$ cat src/hw/sadc_defines.svh
`ifndef SADC_DEFINES_SVH
`define SADC_DEFINES_SVH
`define SADC_NBITS 16
`define SADC_OFF_STATUS 12'h000
`define SADC_OFF_MASK 12'h004
`define SADC_OFF_RESULT 12'h008
`define SADC_OFF_STATE 12'h00C
`define SADC_STS_DONE 0
`define SADC_STS_READ 1
`define SADC_STS_RST 2'h0
`define SADC_MASK_RST 2'h0
`define SADC_CODE_RST 16'h0000
`define SADC_MSB_FLIP 16'h8000
`define SADC_CLK_NS 10
`define SADC_OSC_PERIOD_NS 40
`define SADC_TRIAL_CYC \
  ((`SADC_OSC_PERIOD_NS + `SADC_CLK_NS - 1) / `SADC_CLK_NS)
`define SADC_READ_LEN 5'h10
`endif

$ cat src/hw/sadc_pkg.sv
package sadc_pkg;
  typedef enum logic [2:0] {
    SADC_ACQ = 3'b001,
    SADC_CONV = 3'b010,
    SADC_PDN = 3'b100
  } sadc_st_t;

  typedef struct packed {
    logic psel;
    logic penable;
    logic pwrite;
    logic [11:0] paddr;
    logic [31:0] pwdata;
  } sadc_apb_req_t;

  typedef struct packed {
    logic cv_s1;
    logic cv_s2;
    logic cv_d;
    logic ck_s1;
    logic ck_s2;
    logic ck_d;
    logic gt_s1;
    logic gt_s2;
    logic ch_s1;
    logic ch_s2;
    logic [15:0] smp_s1;
    logic [15:0] smp_s2;
    sadc_st_t st;
    logic [1:0] tick;
    logic [3:0] bitn;
    logic [15:0] hold;
    logic [15:0] code;
    logic [15:0] result;
    logic [15:0] shreg;
    logic [4:0] shcnt;
    logic [1:0] sts;
    logic [1:0] mask;
    logic [31:0] rdata;
  } sadc_state_t;
endpackage

$ cat src/hw/sadc_top.sv
// Contract
// with chain select low the shared pin only gates the serial output.
// with chain select high the shared pin is the upstream serial input.
// in normal mode the output drives while the gate is low, else floats.
// a rising convert_start edge ends acquisition and starts conversion.
// after conversion the core powers down while convert_start is high.
// the busy output is high from conversion start until it finishes.
// each serial clock rise shifts out one bit, most significant first.
// the result is a 16-bit two's-complement code.
// conversion is a 16-step successive approximation from half scale down.
// at the end of conversion the code is loaded into the output shifter.
// in chain mode upstream data follows the own result through the shifter.
// conversion is timed by an internal oscillator, not by the serial clock.
// the readout belongs to the conversion just finished, no latency.
// the first bit shows as busy falls, before any serial clock edge.
// the host waits for busy low and gives sixteen clocks per converter.
`timescale 1ns/1ns
`include "sadc_defines.svh"
module sadc_top
  import sadc_pkg::*;
(
  input wire logic clk_i,
  input wire logic nrst_i,
  input wire logic ce_i,
  input wire sadc_apb_req_t apb_i,
  output logic [31:0] prdata_o,
  output logic pready_o,
  output logic pslverr_o,
  output logic irq_o,
  input wire logic convert_start_i,
  input wire logic chain_mode_i,
  input wire logic read_gate_or_upstream_input_i,
  input wire logic sck_i,
  input wire logic [15:0] analog_sample_i,
  output logic busy_o,
  output logic sdo_o,
  output logic sdo_oe_n_o
);
  localparam int TRIAL = `SADC_TRIAL_CYC;
  localparam int CONV_M1 = `SADC_NBITS * TRIAL - 1;

  sadc_state_t s;
  sadc_state_t next_s;
  logic setup;
  logic access;
  logic mapped;
  logic cv_rise;
  logic ck_rise;
  logic shift_en;
  logic trial_end;
  logic [15:0] trial;
  logic [1:0] ev;
  logic [1:0] clr;

  assign setup = apb_i.psel & ~apb_i.penable;
  assign access = apb_i.psel & apb_i.penable;
  assign mapped = apb_i.paddr == `SADC_OFF_STATUS ||
                  apb_i.paddr == `SADC_OFF_MASK ||
                  apb_i.paddr == `SADC_OFF_RESULT ||
                  apb_i.paddr == `SADC_OFF_STATE;
  assign cv_rise = s.cv_s2 & ~s.cv_d;
  // sck is oversampled, so only clocks slower than clk_i/2 are seen
  assign ck_rise = s.ck_s2 & ~s.ck_d;
  // outside conversion, chain mode always shifts; normal mode only while the gate is low
  assign shift_en = ck_rise && s.st != SADC_CONV &&
                    (s.ch_s2 || !s.gt_s2);
  assign trial_end = s.tick == 2'(TRIAL - 1);
  assign trial = s.code | 16'(16'h0001 << s.bitn);

  always_comb begin
    next_s = s;
    ev = 2'h0;
    clr = 2'h0;
    next_s.cv_s1 = convert_start_i;
    next_s.cv_s2 = s.cv_s1;
    next_s.cv_d = s.cv_s2;
    next_s.ck_s1 = sck_i;
    next_s.ck_s2 = s.ck_s1;
    next_s.ck_d = s.ck_s2;
    next_s.gt_s1 = read_gate_or_upstream_input_i;
    next_s.gt_s2 = s.gt_s1;
    next_s.ch_s1 = chain_mode_i;
    next_s.ch_s2 = s.ch_s1;
    next_s.smp_s1 = analog_sample_i;
    next_s.smp_s2 = s.smp_s1;
    case (s.st)
      SADC_ACQ: begin
        if (cv_rise) begin
          next_s.st = SADC_CONV;
          // offset binary makes the trial compare unsigned
          next_s.hold = s.smp_s2 ^ `SADC_MSB_FLIP;
          next_s.code = `SADC_CODE_RST;
          next_s.bitn = 4'(`SADC_NBITS - 1);
          next_s.tick = 2'h0;
        end
      end
      SADC_CONV: begin
        // internal oscillator: a fixed count of clk_i per trial
        next_s.tick = trial_end ? 2'h0 : s.tick + 2'h1;
        if (trial_end) begin
          if (trial <= s.hold) begin
            next_s.code = trial;
          end
          next_s.bitn = s.bitn - 4'h1;
          if (s.bitn == 4'h0) begin
            next_s.result = (trial <= s.hold ? trial : s.code) ^
                            `SADC_MSB_FLIP;
            next_s.shreg = next_s.result;
            next_s.shcnt = 5'h00;
            ev[`SADC_STS_DONE] = 1'b1;
            next_s.st = s.cv_s2 ? SADC_PDN : SADC_ACQ;
          end
        end
      end
      SADC_PDN: begin
        if (!s.cv_s2) begin
          next_s.st = SADC_ACQ;
        end
      end
      default: begin
        next_s.st = SADC_ACQ;
      end
    endcase
    if (shift_en) begin
      // gate pin doubles as upstream data in chain mode
      next_s.shreg = {s.shreg[14:0],
                      s.ch_s2 & s.gt_s2};
      if (s.shcnt != `SADC_READ_LEN) begin
        next_s.shcnt = s.shcnt + 5'h01;
        if (s.shcnt == `SADC_READ_LEN - 5'h01) begin
          ev[`SADC_STS_READ] = 1'b1;
        end
      end
    end
    if (setup) begin
      case (apb_i.paddr)
        `SADC_OFF_STATUS: next_s.rdata = {30'h0, s.sts};
        `SADC_OFF_MASK: next_s.rdata = {30'h0, s.mask};
        `SADC_OFF_RESULT: next_s.rdata = {16'h0, s.result};
        `SADC_OFF_STATE: next_s.rdata = {27'h0, s.ch_s2,
                                         s.shcnt == `SADC_READ_LEN, s.st};
        default: next_s.rdata = 32'h0000_0000;
      endcase
    end
    if (access && apb_i.pwrite) begin
      if (apb_i.paddr == `SADC_OFF_STATUS) begin
        clr = apb_i.pwdata[1:0];
      end
      if (apb_i.paddr == `SADC_OFF_MASK) begin
        next_s.mask = apb_i.pwdata[1:0];
      end
    end
    // a set in the clearing cycle survives
    next_s.sts = (s.sts & ~clr) | ev;
  end

  always_ff @(posedge clk_i or negedge nrst_i) begin
    if (!nrst_i) begin
      s <= '0;
      s.st <= SADC_ACQ;
      s.sts <= `SADC_STS_RST;
      s.mask <= `SADC_MASK_RST;
    end else if (ce_i) begin
      s <= next_s;
    end
  end

  assign prdata_o = s.rdata;
  assign pready_o = access;
  assign pslverr_o = access & ~mapped;
  assign irq_o = |(s.sts & s.mask);
  assign busy_o = s.st == SADC_CONV;
  assign sdo_o = s.shreg[15];
  assign sdo_oe_n_o = s.ch_s2 ? 1'b0 : s.gt_s2;
endmodule

$ cat config.mk
export PLATFORM = sky130hd
export DESIGN_NAME = sadc_top
export DESIGN_NICKNAME = d
export VERILOG_FILES = /design/src/hw/sadc_pkg.sv /design/src/hw/sadc_top.sv
export VERILOG_INCLUDE_DIRS = /design/src /design/src/hw
export SDC_FILE = /design/constraint.sdc
export NUM_CORES = 1
export LEC_CHECK = 0
export BUFFER_PORTS_ARGS = -buffer_cell sky130_fd_sc_hd__buf_2
export CORE_MARGIN = 10
export CORE_UTILIZATION = 35
export DETAILED_ROUTE_END_ITERATION = 8
export GPL_ROUTABILITY_DRIVEN = 0
export PLACE_DENSITY = 0.61
export SYNTH_ARGS = -nofsm -noshare
export SYNTH_HDL_FRONTEND = slang
export SYNTH_SLANG_ARGS = --single-unit
$ cat constraint.sdc
create_clock -name clk_i -period 6.6 [get_ports clk_i]
set_clock_uncertainty 0.05 [all_clocks]
set_input_delay 1.65 -clock clk_i [delete_from_list [all_inputs] [get_ports clk_i]]
set_output_delay 1.65 -clock clk_i [all_outputs]
set_load 0.05 [all_outputs]
==> summary.txt, run 1 <==
Sequential share of the synthesized area -> 53.4%
First-pass GRT wire length -> 23,200 um
Post-route ant nets -> 0
Post-CTS setup buffer count -> 0
Final Hold Viols -> 0
Routed WL per cell -> 15.7 um
Largest family of logic cells by synthesized area -> compound AO/OA/AOI/OAI gates
R2r endpoint -> s[76]
Worst reg2reg path depth -> 11
Final setup viols -> 0
WHS -> 0.414 ns
Final Slew Violations -> 0
Min setup slack post-route -> 2.01 ns
Pre-CTS setup slack -> 2.01 ns
CTS tree -> yes
Latest clock arrival within the worst-skew pair -> 0.43 ns
CTS Hold Bufs -> 0
Post-synth ARST share -> 100%
Dpl cell area -> 6900 um^2
Fin cells -> 892
Max Cap Viol -> 0
Total number of vias -> 4,495
Post-layout util -> 40.6%
Vias in the first global route -> 4,598
Worst hold path type -> reg -> reg
TritonRoute pass-1 iters -> 4
Row Count -> 50
Mux contribution to synthesized area -> 8.52%
Slew Limit Headroom -> 39.0%
Post-Synth Adder-Cell Area -> 4.76%
P_leak -> 3.72 nW
Critical path endpoint category -> primary output
Gate Count Post-Synth -> 604
Worst vdd ir -> 0.000257 V
Nets -> 740
Antenna diodes -> 0
Prevailing post-synth register cell -> dfrtp_1
Cts bufs inserted -> 17
Post-CTS sizing -> 0
Full die area -> 24,600 um^2
GR Util All Layers -> 11.8%
Worst-path clk slew -> 0.06 ns
Post-synthesis simple-gate area fraction -> 12.2%
Fmax -> 0.218 GHz
Placed cell count -> 860
Final min period -> 4.59 ns
Root buf cell -> clkbuf_16
H-Tree Depth -> 4
Commonest non-fill, non-tap cells in the layout -> 139 x dfrtp_1, 81 x nand2_1, 60 x buf_2, 43 x mux2_2, 36 x o21ai_0
Synth Area in Compound Gates -> 13.7%
Initial antenna violation count -> 0
Via/cell ratio -> 5.04
Largest net degree at the start of global routing -> 91
Cell Pwr Density -> 346 nW/um^2
Worst-Margin Slew -> 0.891 ns
FF-to-FF Start -> s[106]
Share of cells above drive strength 1 -> 24.0%
Die Height -> 157 um
Area delta synth->final -> 14.8%
IO Port Bufs -> 61
Global route overflow -> 0
Mapped Avg Cell Area -> 10.9 um^2
Starting Density -> 35.3%
Crit path to -> pslverr_o
Xor/xnor share of the synthesized area -> 0.133%
Origin of the worst setup path -> apb_i[39]
Sink Count -> 140
Die X -> 157 um
Power Total -> 2.61 mW
Synth Cell Area -> 6570 um^2
Final TNS setup -> 0 ns
Worst-path maximum fanout -> 4
Total I/O pin count -> 108
Clock buffer depth -> 2
CP Class -> in -> out
Status -> finished clean
Ys Warns -> 0
FF+latch count, synth -> 140
Worst path required time -> 4.90 ns
Residual DRC -> 0
Register-to-register setup slack -> 3.19 ns
Commonest non-fill, non-tap cell in the layout -> dfrtp_1
Dpl hpwl -> 9890 um
Synth cell types -> 52
Final period utilization -> 69.6%
Initial DRC count -> 341
EDFF count, synth -> 0
Final non-filler cell area -> 7540 um^2
WL final -> 14,000 um
Startpoint types -> primary input
Placeable Area -> 18,600 um^2
Setup repair after global routing missed its margin -> false
Critical Path AT -> 2.89 ns
[Yosys cell counts, types with 2 or more instances]
cell type,count,share of area [%]
nor4_1,5,0.48
o21ai_2,11,1.5
inv_1,33,1.9
o21ai_1,10,0.76
and3_1,6,0.57
nand4_1,5,0.48
nand2_1,81,4.6
nand2b_1,8,0.76
mux2i_1,3,0.46
a221o_1,8,1.2
nor2_1,21,1.2
mux2_2,43,7.4
buf_1,2,0.11
inv_2,2,0.11
buf_2,6,0.46
o21ai_0,36,2.7
ha_1,25,4.8
a21oi_1,20,1.5
nor3_1,4,0.30
mux4_2,2,0.69
a21o_1,11,1.3
buf_4,32,3.7
a222oi_1,3,0.46
and2_1,5,0.48
a31oi_1,6,0.57
clkbuf_1,16,0.91
nand3_1,18,1.4
nor2b_1,4,0.38
a22o_1,16,2.1
a32o_1,2,0.30
dfrtp_1,139,53
[flip-flops by register name (all words and copies together), names as in the netlist]
name	flops
prdata_o	16
next_s	22
s	101
sdo_o	1
[how the worst min path moves through the flow]
stage                     depth (start not counted)      to  slack (ns)   startpoint
after detailed placement                          1  s[111]        0.41  next_s[153]
final                                             1  s[104]        0.41       s[129]
after CTS                                         1  s[104]        0.42       s[129]
after floorplan                                   1  s[111]        0.38  next_s[153]
after global placement                            2   s[87]        0.40        s[87]
after global routing                              1   s[62]        0.44        s[62]
[report_power, final]
part	switching, mW	internal (mW)
clock network	0.364	0.662
logic	0.326	0.189
registers	0.0859	0.979
[cells by family (layout without fill, tap and decap cells)]
family,after synthesis,in the layout
and+or+nand+nor,166,166
DFF,140,140
AOI/OAI and AO/OA,131,131
buffers and inverters,92,131
muxes,48,48
adders and majority gates,25,25
other,1,16
xor gates and xnor gates,1,1
[worst max-delay path, cell delays in order]
cell     delay [ns]
buf_2          0.10
nor4_1         0.48
nand3_1        0.24
and2_1         0.21
buf_2          0.20
[area by class of cell]
| class | instances | area [um^2] |
|---|---|---|
| Multi-Input combinational cell | 387 | 2640 |
| Fill cell | 1742 | 11000 |
| Inverter | 35 | 131 |
| Timing Repair Buffer | 64 | 334 |
| Sequential cell | 140 | 3500 |
| Tap cell | 234 | 293 |
| Clock inverter | 10 | 163 |
| Clock buffer | 22 | 474 |
[per-layer routing]
| layer | vias to the layer above | track usage (%) | wire length (um) |
|---|---|---|---|
| met5 | - | 0 | 0 |
| met2 | 114 | 17.9 | 6220 |
| li1 | 2156 | - | - |
| met1 | 2211 | 15.1 | 6720 |
| met3 | 14 | 4.37 | 898 |
| met4 | 0 | 4.13 | 174 |
Power figures use the tool's default switching activity.
==> run 2: changes to the inputs <==
==> constraint.sdc (replaced) <==
create_clock -name clk_i -period 4.7 [get_ports clk_i]
set_clock_uncertainty 0.05 [all_clocks]
set_input_delay 1.175 -clock clk_i [delete_from_list [all_inputs] [get_ports clk_i]]
set_output_delay 1.175 -clock clk_i [all_outputs]
set_load 0.05 [all_outputs]
==> run 2 against run 1 <==
  * Clock power increased by 23%
  * Via count down 0.76%
  * Count of clock-buffer cells in the layout is 3 lower
  * Critical path type unchanged
==> summary.txt, run 2 (synthesis results as in run 1) <==
Reg power frac -> 42.7% (was 40.9%)
Commonest non-fill, non-tap cells in the layout -> 139 x dfrtp_1, 81 x nand2_1, 60 x buf_2, 43 x mux2_2, 36 x o21ai_0 (unchanged)
Power Total -> 3.49 mW (was 2.61 mW)
Row Count -> 50 (unchanged)
Worst-path maximum fanout -> 4 (unchanged)
Worst hold path type -> reg -> reg (unchanged)
Total number of vias -> 4,461 (was 4,495)
Antenna diodes -> 0 (unchanged)
Max Cap Viol -> 0 (unchanged)
Final period utilization -> 76.1%
Final setup viols -> 0 (unchanged)
Cell-internal power -> 2.39 mW (was 1.83 mW)
Via/cell ratio -> 5.00 (was 5.04)
Placeable Area -> 18,600 um^2 (unchanged)
Startpoint types -> primary input (unchanged)
Worst path required time -> 3.47 ns (was 4.90 ns)
First-pass GRT wire length -> 23,500 um (was 23,200 um)
CTS Hold Bufs -> 0 (unchanged)
Worst-Margin Slew -> 0.919 ns (was 0.891 ns)
Root buf cell -> clkbuf_16 (unchanged)
TritonRoute pass-1 iters -> 5 (was 4)
Sink Count -> 140 (unchanged)
Global route overflow -> 0 (unchanged)
Setup repair after global routing missed its margin -> false (unchanged)
Vias in the first global route -> 4,577 (was 4,598)
Nets -> 741 (was 740)
Latest clock arrival within the worst-skew pair -> 0.43 ns (about the same)
Critical path endpoint category -> primary output (unchanged)
Cell Pwr Density -> 467 nW/um^2 (was 346 nW/um^2)
CTS tree -> yes (unchanged)
Die Height -> 157 um (unchanged)
Starting Density -> 35.3% (unchanged)
Clk network pwr share -> 36.3% (was 39.4%)
Cts bufs inserted -> 17 (unchanged)
Final min period -> 3.58 ns
Post-layout util -> 40.2% (was 40.6%)
IO Port Bufs -> 61 (unchanged)
Dpl cell area -> 6910 um^2 (was 6900 um^2)
CP Class -> in -> out (unchanged)
Initial antenna violation count -> 0 (unchanged)
Share of total power in combinational logic -> 21.0% (was 19.8%)
GR Util All Layers -> 11.9% (was 11.8%)
Net switching power -> 1.10 mW (was 776 uW)
Area delta synth->final -> 13.7% (was 14.8%)
Clock buffer depth -> 2 (unchanged)
Slew Limit Headroom -> 37.1% (was 39.0%)
WL final -> 14,100 um (was 14,000 um)
Critical Path AT -> 2.35 ns (was 2.89 ns)
Routed WL per cell -> 15.8 um (was 15.7 um)
Fmax -> 0.280 GHz
Post-route ant nets -> 0 (unchanged)
Reg with most FFs -> s (unchanged)
H-Tree Depth -> 4 (unchanged)
Worst vdd ir -> 0.000297 V (was 0.000257 V)
Post-CTS setup buffer count -> 0 (unchanged)
P_leak -> 3.70 nW (was 3.72 nW)
Commonest non-fill, non-tap cell in the layout -> dfrtp_1 (unchanged)
Sw Ratio -> 31.6% (was 29.8%)
Total I/O pin count -> 108 (unchanged)
Post-CTS sizing -> 0 (unchanged)
Dpl hpwl -> 10,200 um (was 9890 um)
Max reg flops -> 101 (unchanged)
Final non-filler cell area -> 7470 um^2 (was 7540 um^2)
Final Slew Violations -> 0 (unchanged)
Worst-path clk slew -> 0.05 ns (was 0.06 ns)
Full die area -> 24,600 um^2 (unchanged)
Status -> finished clean (unchanged)
Final Hold Viols -> 0 (unchanged)
Die X -> 157 um (unchanged)
Initial DRC count -> 332 (was 341)
Largest net degree at the start of global routing -> 90 (was 91)
Final TNS setup -> 0 ns (unchanged)
Residual DRC -> 0 (unchanged)
Share of cells above drive strength 1 -> 24.3% (was 24.0%)
[run 2: worst max-delay path, stage by stage]
cell	delay, ns
buf_2	0.09
nor4_1	0.45
nand3_1	0.22
and2_1	0.21
buf_2	0.20
[run 2: through the flow]
step,hold slack [ns],worst slack (ns),instances
2_1_floorplan,0.380,1.34,619
3_3_place_gp,0.401,1.17,861
3_5_place_dp,0.411,1.12,861
4_1_cts,0.423,1.12,893
5_1_grt,0.433,1.03,893
6_report,0.417,1.12,893
[run 2: worst paths after layout]
path	cells after the start	startpoint	end	slack (ns)
max	5	apb_i[33]	pslverr_o	1.12
min	1	s[129]	s[104]	0.42
max reg2reg	11	s[106]	s[88]	1.28
min reg2reg	1	s[129]	s[104]	0.42
max in group asynchronous	2	nrst_i	s[50]	2.95
min in group asynchronous	1	nrst_i	s[127]	0.75
[run 2: layout make-up]
| class | count | area [um^2] |
|---|---|---|
| multi-input combinational | 387 | 2640 |
| clock inverter | 13 | 116 |
| fill | 1775 | 11100 |
| sequential | 140 | 3500 |
| tap | 234 | 293 |
| inverter | 35 | 131 |
| clock buffer | 19 | 443 |
| timing repair buffer | 65 | 342 |
[run 2: metal layers]
layer / track usage, % / part of all wire, %
met1: 15.8 / 47
met2: 17.9 / 45
met3: 3.66 / 6.7
met4: 4.31 / 1.2
met5: 0 / 0
[run 2: power groups by stage]
stage          Combinational, mW  Sequential [mW]  Clock (mW)
2_1_floorplan              0.564             1.46           0
3_3_place_gp               0.686             1.50           0
3_5_place_dp               0.728             1.51           0
4_1_cts                    0.736             1.49        1.29
5_1_grt                    0.838             1.51        1.35
6_report                   0.731             1.49        1.27
